===== src/timebase_trigger_pkg.sv =====
package timebase_trigger_pkg;
  localparam int unsigned INT_OSC_HZ = 20000000;
  localparam int unsigned BUS_LINES = 8;
  localparam int unsigned CLOCK_LINE = 7;
  localparam int unsigned STAR_LINE = 6;
  localparam int unsigned PFI_COUNT = 10;
  localparam int unsigned SRC_COUNT = PFI_COUNT + STAR_LINE + 1;
  localparam int unsigned SRC_W = 5;
  localparam int unsigned DMA_CHANNELS = 3;
  localparam logic EDGE_RISING = 1'b0;
  localparam logic EDGE_FALLING = 1'b1;
  localparam logic DEST_SEQUENCER = 1'b0;
  localparam logic DEST_COUNTER = 1'b1;
endpackage


===== src/timebase_trigger_select.sv =====
`timescale 1ns/1ps
`default_nettype none
module timebase_trigger_select #(
  parameter bit HAS_TRIGGER_BUS = 1'b1,
  parameter int unsigned DMA_CHANNELS = timebase_trigger_pkg::DMA_CHANNELS
) (
  input wire logic clk_in,
  input wire logic rst_in,
  input wire logic timebase_from_bus_in,
  input wire logic drive_bus_clock_in,
  input wire logic backplane_present_in,
  input wire logic [timebase_trigger_pkg::PFI_COUNT-1:0] programmable_function_pin_in,
  input wire logic [timebase_trigger_pkg::BUS_LINES-1:0] system_trigger_bus_in,
  input wire logic [timebase_trigger_pkg::SRC_W-1:0] trig_source_in,
  input wire logic trig_edge_in,
  input wire logic trig_dest_in,
  input wire logic trig_enable_in,
  input wire logic dma_request_in,
  input wire logic dma_release_in,
  input wire logic irq_mode_in,
  input wire logic transfer_ready_in,
  output logic use_bus_timebase_out,
  output logic [timebase_trigger_pkg::BUS_LINES-1:0] system_trigger_bus_out,
  output logic [timebase_trigger_pkg::BUS_LINES-1:0] system_trigger_bus_oe_out,
  output logic seq_trigger_out,
  output logic counter_trigger_out,
  output logic dma_grant_out,
  output logic dma_error_out,
  output logic [DMA_CHANNELS:0] dma_in_use_out,
  output logic irq_out
);
  localparam int unsigned CW = $clog2(DMA_CHANNELS + 1);
  localparam int unsigned UW = DMA_CHANNELS + 1;

  // bus usable only on a bus-equipped variant in a backplane chassis
  logic bus_ok;
  assign bus_ok = HAS_TRIGGER_BUS && backplane_present_in;

  // selects one trigger source: pins first, then bus lines 0..6
  function automatic logic pick_source(
    input logic [timebase_trigger_pkg::SRC_W-1:0] sel,
    input logic [timebase_trigger_pkg::PFI_COUNT-1:0] pins,
    input logic [timebase_trigger_pkg::BUS_LINES-1:0] bus,
    input logic bus_en
  );
    logic r;
    r = 1'b0;
    for (int i = 0; i < timebase_trigger_pkg::SRC_COUNT; i++)
    begin
      if (sel == (timebase_trigger_pkg::SRC_W)'(i))
      begin
        if (i < timebase_trigger_pkg::PFI_COUNT)
          r = pins[i];
        else
          r = bus[i - timebase_trigger_pkg::PFI_COUNT] & bus_en;
      end
    end
    return r;
  endfunction

  // next channel count for a request and a release landing in one cycle
  // a refused request leaves the count alone; a paired release frees the slot it reuses
  function automatic logic [CW-1:0] next_used(
    input logic req,
    input logic rel_ok,
    input logic [CW-1:0] used
  );
    logic [CW-1:0] n;
    n = used;
    if (req && (used < CW'(DMA_CHANNELS) || rel_ok))
    begin
      if (!rel_ok)
        n = used + CW'(1);
    end
    else if (rel_ok)
      n = used - CW'(1);
    return n;
  endfunction

  localparam int unsigned BUS_LINES_W = timebase_trigger_pkg::BUS_LINES;

  // timebase and bus driver state
  logic tb_q, tb_d;
  logic [BUS_LINES_W-1:0] out_q, out_d, oe_q, oe_d;
  // trigger synchroniser, edge history and pulses
  logic sync1_q, sync1_d, sync2_q, sync2_d, prev_q, prev_d;
  logic seq_q, seq_d, cnt_q, cnt_d, fire;
  // dma allocation state
  logic [CW-1:0] used_q, used_d;
  logic grant_q, grant_d, err_q, err_d, rel_ok;
  // interrupt request state
  logic irq_q, irq_d;

  // timebase select and export; export only on line 7, only off the internal oscillator
  // lines 0..6 are never enabled, so another board may own them freely
  always_comb
  begin
    tb_d = timebase_from_bus_in & bus_ok;
    out_d = '0;
    oe_d = '0;
    if (bus_ok && !timebase_from_bus_in && drive_bus_clock_in)
    begin
      out_d[timebase_trigger_pkg::CLOCK_LINE] = 1'b1;
      oe_d[timebase_trigger_pkg::CLOCK_LINE] = 1'b1;
    end
    oe_d[timebase_trigger_pkg::STAR_LINE] = 1'b0;
  end

  // timebase registers; reset picks internal oscillator, driver off
  always_ff @(posedge clk_in or posedge rst_in)
  begin
    if (rst_in)
    begin
      tb_q <= 1'b0;
      out_q <= '0;
      oe_q <= '0;
    end
    else
    begin
      tb_q <= tb_d;
      out_q <= out_d;
      oe_q <= oe_d;
    end
  end

  // trigger path: select, two sync stages, edge compare, route
  // only the second stage feeds the edge logic, so a metastable first stage never fires
  always_comb
  begin
    sync1_d = pick_source(trig_source_in, programmable_function_pin_in,
                          system_trigger_bus_in, bus_ok);
    sync2_d = sync1_q;
    prev_d = sync2_q;
    if (trig_edge_in == timebase_trigger_pkg::EDGE_RISING)
      fire = sync2_q & ~prev_q;
    else
      fire = ~sync2_q & prev_q;
    fire = fire & trig_enable_in;
    seq_d = fire && (trig_dest_in == timebase_trigger_pkg::DEST_SEQUENCER);
    cnt_d = fire && (trig_dest_in == timebase_trigger_pkg::DEST_COUNTER);
  end

  // trigger registers; history resets low, so a source idling high
  // after reset reads as one rising edge
  always_ff @(posedge clk_in or posedge rst_in)
  begin
    if (rst_in)
    begin
      sync1_q <= 1'b0;
      sync2_q <= 1'b0;
      prev_q <= 1'b0;
      seq_q <= 1'b0;
      cnt_q <= 1'b0;
    end
    else
    begin
      sync1_q <= sync1_d;
      sync2_q <= sync2_d;
      prev_q <= prev_d;
      seq_q <= seq_d;
      cnt_q <= cnt_d;
    end
  end

  // dma channel pool: grant while free or with a paired release, otherwise refuse with error when full
  // a release with nothing held is ignored, so the count never wraps
  always_comb
  begin
    rel_ok = dma_release_in && (used_q != '0);
    grant_d = 1'b0;
    err_d = 1'b0;
    if (dma_request_in)
    begin
      if (used_q < CW'(DMA_CHANNELS) || rel_ok)
        grant_d = 1'b1;
      else
        err_d = 1'b1;
    end
    used_d = next_used(dma_request_in, rel_ok, used_q);
  end

  // dma registers; pool starts empty
  always_ff @(posedge clk_in or posedge rst_in)
  begin
    if (rst_in)
    begin
      used_q <= '0;
      grant_q <= 1'b0;
      err_q <= 1'b0;
    end
    else
    begin
      used_q <= used_d;
      grant_q <= grant_d;
      err_q <= err_d;
    end
  end

  // interrupt request follows readiness only in interrupt transfer mode
  always_comb
  begin
    irq_d = irq_mode_in & transfer_ready_in;
  end

  // interrupt register; quiet in reset
  always_ff @(posedge clk_in or posedge rst_in)
  begin
    if (rst_in)
      irq_q <= 1'b0;
    else
      irq_q <= irq_d;
  end

  // outputs straight from the registers

  assign use_bus_timebase_out = tb_q;
  assign system_trigger_bus_out = out_q;
  assign system_trigger_bus_oe_out = oe_q;
  assign seq_trigger_out = seq_q;
  assign counter_trigger_out = cnt_q;
  assign dma_grant_out = grant_q;
  assign dma_error_out = err_q;
  assign dma_in_use_out = UW'(used_q);
  assign irq_out = irq_q;
endmodule
`default_nettype wire


===== config.mk =====
export PLATFORM = sky130hd
export DESIGN_NAME = timebase_trigger_select
export DESIGN_NICKNAME = d
export VERILOG_FILES = /design/src/timebase_trigger_pkg.sv /design/src/timebase_trigger_select.sv
export SDC_FILE = /design/constraint.sdc
export NUM_CORES = 1
export LEC_CHECK = 0
export ABC_AREA = 1
export BUFFER_PORTS_ARGS = -buffer_cell sky130_fd_sc_hd__buf_2
export CORE_UTILIZATION = 40
export CTS_CLUSTER_DIAMETER = 80
export CTS_CLUSTER_SIZE = 12
export DETAILED_ROUTE_END_ITERATION = 8
export HOLD_SLACK_MARGIN = 0.03
export PLACE_DENSITY = 0.86
export SYNTH_ARGS = -nofsm -noshare
export SYNTH_HDL_FRONTEND = slang
export SYNTH_SLANG_ARGS = --single-unit
export TNS_END_PERCENT = 5

===== constraint.sdc =====
create_clock -name clk_in -period 1.45 [get_ports clk_in]
set_input_delay 0.29 -clock clk_in [delete_from_list [all_inputs] [get_ports clk_in]]
set_output_delay 0.29 -clock clk_in [all_outputs]
set_load 0.1 [all_outputs]

After elaboration in Yosys (flattened, before gate mapping)

Index checks and enable logic that the tools add are counted.

Input bits: 35
Bits in registers: 12
Logic and storage cells: 84

Order comparisons: 1
Add/subtract/negate cells: 2
Bitwise gates (word level): 15
Reduce and logical (&&, ||, !) cells: 12
Equal/unequal tests: 17
Mux-type cells: 26

Operators by type and width:

| operator                                                              | number |
|---|---|
| 5-bit by 4-bit equality test with 1-bit output, second input constant | 8 |
| 1-bit two-way mux                                                     | 23 |
| 5-bit by 3-bit equality test with 1-bit output, second input constant | 4 |
| 1-bit AND                                                             | 12 |
| 5-bit by 2-bit equality test with 1-bit output, second input constant | 2 |
| 1-bit logical AND                                                     | 6 |
| 2-bit two-way mux                                                     | 3 |
| 5-bit by 1-bit equality test with 1-bit output, second input constant | 1 |
| 5-bit equality test, second input constant                            | 1 |
| 5-bit logical NOT                                                     | 1 |
| 2-bit nonzero test                                                    | 2 |
| 1-bit inverter                                                        | 3 |
| 2-bit by 1-bit adder with 2-bit output, second input constant         | 1 |
| 2-bit less-than comparator, second input constant                     | 1 |
| 2-bit inequality test, second input constant                          | 1 |
| 2-bit AND reduction                                                   | 1 |
| 2-bit by 1-bit subtractor with 2-bit output, second input constant    | 1 |
| 1-bit logical NOT                                                     | 1 |
| 1-bit logical OR                                                      | 1 |

Depth between registers and ports, before layout

Word-level depth: 18
Gate-level depth with buffers: 13
Mapped depth without buffers: 13

Worst setup path after synthesis

No wires, ideal clock.

Path kind: register to register
Start: register used_q[1]
End: register used_q[0]
Data required time: 1329 ps
Cell stages (with the launch flop): 6
Path slack: -305 ps
Arrival time: 1634 ps
Clock period less this slack: 1755 ps
Library setup time: 121 ps
Path through: dfrtp_1 > inv_1 > o21ai_1 > xnor2_1 > xor2_1 > inv_1

Cells in the longest elaborated chain, start to end: 6

RTL lines:

| what                                                                               | RTL line                       | text |
|---|---|---|
| start: declaration                                                                 | timebase_trigger_select.sv:89  | `logic [CW-1:0] used_q, used_d;` |
| start signal: assignment                                                           | timebase_trigger_select.sv:193 | `used_q <= used_d;` |
| parallel branches: the longest is 6 deep, another holds 2-bit less-than comparator | n/a                            |  |

Several ways; the timed one is not identified.
A chain may end at the register's enable or synchronous reset.

Worst setup path after layout

Start: register used_q[0]
End: output port dma_in_use_out[0]

RTL lines:

| what             | RTL line                      | text |
|---|---|---|
| end: declaration | timebase_trigger_select.sv:29 | `output logic [DMA_CHANNELS:0] dma_in_use_out,` |

No word-level cell between the ends.

==> summary.md <==
| Metric | Value |
|---|---|
| Synth top area share | 0.3556 |
| Via Count | between 800 and 900 |
| Die width | 47.95 µm |
| Largest register FFs | 2 |
| Vias per inst | between 4 and 5 |
| H-tree Lvls | 1 |
| Sequential-to-total area share from yosys stat | 0.3556 |
| Leakage power | between 0.6 and 0.7 nW |
| Largest Register | used_q |
| Setup TNS after final layout | 0 ps |
| Crit Path Category | flop to output pin |
| Clock share of power | 0.171 |
| Max incr delay on CP | between 400 and 500 ps |
| Syn avg cell area | roughly 7.2 µm² |
| Core area | 1982 µm² |
| Startpoint types | flop |
| Cell variety after synth | 24 |
| Drc violations | 0 |
| Worst vdd ir | approximately 1.2 mV |
| Post-Route WL | 1691 µm |
| DP HPWL | between 1000 and 1500 µm |
| GPL Wtd Cong | ~0.8 |
| Io pins | just over 60 |
| Synth top area cells | dfrtp_1 (36%), buf_4 (15%), nand2_1 (9.8%), nor2_1 (6.2%), nand4_1 (5.9%) |
| Part of the cycle the worst path needs | 0.9681 |
| CP Data Arrival Time | 1110 ps |
| Max-cap check violation count | 0 |
| Worst Path Required | ~1200 ps |
| TritonCTS clock tree | yes |
| P_int | between 600 and 700 µW |
| Clock Tree Root | clkbuf_4 |
| Hold Vio Cnt, Final | 0 |
| CP cell instances | buf_2 |
| Fraction of layout cells with a size suffix above 1 | 0.3681 |
| Vias in the first global route | between 700 and 800 |
| Reg power frac | 0.295 |
| Row Count | 16 |
| Final Total Pwr | 1.464 mW |
| CP max-delay cell | buf_2 |
| Final min period | between 1000 and 1500 ps |
| Grt total ovfl | 0 |
| RSZ-0062 raised after global routing | false |
| Proportion of power drawn by combinational gates | 0.534 |
| Final setup viols | 0 |
| Cell Pwr Density | ~1400 nW/µm² |
| Post-Syn Area | about 840 µm² |
| Crit. End Element | output pin |
| Clk buf depth | 2 |
| Slew Viols, Final | 0 |
| Worst-skew pair later-pin latency | 260 ps |
| PortBufs | between 40 and 50 |
| Synth area leader | dfrtp_1 |
| Critical Path Fanout Max | 6 |
| Starting DRT DRC Count | 9 |
| Ys Warns | 0 |
| Nets@finish | slightly below 200 |
| Antenna viol nets, final | 0 |
| Crit-path leading delay family | buffers and inverters |
| Status | finished clean |
| Die area | 2299 µm² |
| Clock skew | around 0.18 ps |
| Initial antenna violation count | 0 |
| Sink Count | 12 |
| Switching Power | roughly 790 µW |
| Min-delay worst type | primary input to flop |
| WL/cell | just under 9 µm |
| Worst-path clk slew | 70 ps |
| First-pass GRT wire length | 2539 µm |
| Diodes inserted | 0 |
| Initial Utilization | 0.4261 |
| Seq cells post-synth | 12 |
| CTS Buf Count | 3 |
| Achievable Freq | 712.4 MHz |
| Sw frac | 0.5399 |
| WP buf/inv | 1 |
| Cells after synthesis | around 120 |
| Die Span Y | 47.95 µm |
| Pre-antenna DRT Iters | 4 |
| P&R area growth vs syn | 25.93% |
| GRT Overall Usage | 0.1560 |
| Largest net degree at the start of global routing | 13 |
[cells in the mapped netlist]
| cell type | number |
|---|---|
| inv_1 | 13 |
| buf_6 | 1 |
| o21ai_0 | 1 |
| a21oi_1 | 2 |
| nor4_1 | 1 |
| clkinv_1 | 1 |
| dfrtp_1 | 12 |
| buf_2 | 1 |
| nand2_1 | 22 |
| o2111a_1 | 1 |
| inv_2 | 5 |
| nor2_1 | 14 |
| nand2_2 | 1 |
| nor2_2 | 2 |
| nand4_1 | 8 |
| nor3_1 | 3 |
| xor2_1 | 1 |
| inv_4 | 1 |
| conb_1 | 1 |
| xnor2_1 | 1 |
| nand3_1 | 5 |
| nand3b_1 | 2 |
| buf_4 | 17 |
| o21ai_1 | 2 |
[final timing paths]
| path | from | endpoint | slack, ps | cells after the start |
|---|---|---|---|---|
| hold reg to reg | sync1_q | prev_d | 360 | 0 |
| setup reg to reg | used_q[0] | used_q[0] | 310 | 4 |
| hold / removal | timebase_from_bus_in | system_trigger_bus_oe_out[7] | 190 | 2 |
| max in group asynchronous | rst_in | system_trigger_bus_oe_out[7] | 560 | 3 |
| min in group asynchronous | rst_in | dma_grant_out | 570 | 3 |
| setup / recovery | used_q[0] | dma_in_use_out[0] | 50 | 1 |
[placed cells by master, fill, tap and decap left out]
cell type / netlist / layout
nand2_2: 1 / 1
o2111a_1: 1 / 1
clkbuf_8: 0 / 1
nand4_1: 8 / 8
dfrtp_2: 0 / 3
buf_2: 1 / 43
nor3_1: 3 / 3
nor2_2: 2 / 2
o21ai_0: 1 / 1
a21oi_1: 2 / 2
xor2_1: 1 / 1
nor4_1: 1 / 1
conb_1: 1 / 16
clkbuf_4: 0 / 3
nand3b_1: 2 / 2
dfrtp_1: 12 / 9
inv_2: 5 / 5
inv_1: 13 / 13
buf_4: 17 / 1
nor2_1: 14 / 14
inv_4: 1 / 1
o21ai_1: 2 / 2
xnor2_1: 1 / 1
nand2_1: 22 / 22
nand3_1: 5 / 5
clkinv_1: 1 / 1
dlygate4sd3_1: 0 / 1
[cell type report]
type                    instances  area [µm²]
clock buffers                   4       36.28
fillers                       196       918.4
inverters                      20       77.57
multi-input cells              82       379.1
flip-flops and latches         12       304.0
well taps                      27       33.78
repair buffers                 45       232.7
[power by group through the flow]
stage	registers, mW	clock network [mW]	logic [mW]
floorplan	0.761	0	0.365
global placement	0.435	0	0.771
detailed placement	0.440	0	0.778
CTS	0.434	0.265	0.783
global route	0.439	0.279	0.824
finish	0.432	0.250	0.781
[per-layer routing]
layer | GRT usage | wire, µm | part of all wire | vias to the layer above
li1 | - | - | - | 428
met1 | 0.1591 | 646 | 0.38 | 357
met2 | 0.3027 | 882 | 0.52 | 48
met3 | 0.01887 | 142 | 0.084 | 4
met4 | 0.08333 | 20 | 0.012 | 0
met5 | 0 | 0 | 0 | -
[what timing repair did]
item	4_1_cts	5_1_grt
endpoints found under the hold margin	12	0
hold buffers	1	0
buffers inserted	0	0
gates resized for setup	0	0
[logic make-up (layout without fill, tap and decap cells)]
group / after synthesis / count (layout) / synth area share
XOR/XNOR: 2 / 2 / 0.02074
AND/OR/NAND/NOR: 58 / 58 / 0.3141
other: 1 / 16 / 0.004440
AO/OA/AOI/OAI: 6 / 6 / 0.04296
flip-flops: 12 / 12 / 0.3556
buffers and inverters: 39 / 69 / 0.2622
[through the flow]
| stage | area, µm² | worst slack (ps) | util | instances | hold WS [ps] |
|---|---|---|---|---|---|
| finish | 1064 | 46.22 | 0.5366 | 190 | 192.8 |
| global route | 1064 | 8.794 | 0.5366 | 190 | 183.2 |
| CTS | 1064 | 28.70 | 0.5366 | 190 | 189.3 |
| detailed placement | 1017 | -9.802 | 0.5133 | 185 | 311.5 |
| global placement | 1017 | 19.36 | 0.5133 | 185 | 295.4 |
| floorplan | 904.6 | -6.343 | - | 133 | 154.5 |
Power figures use the tool's default switching activity.
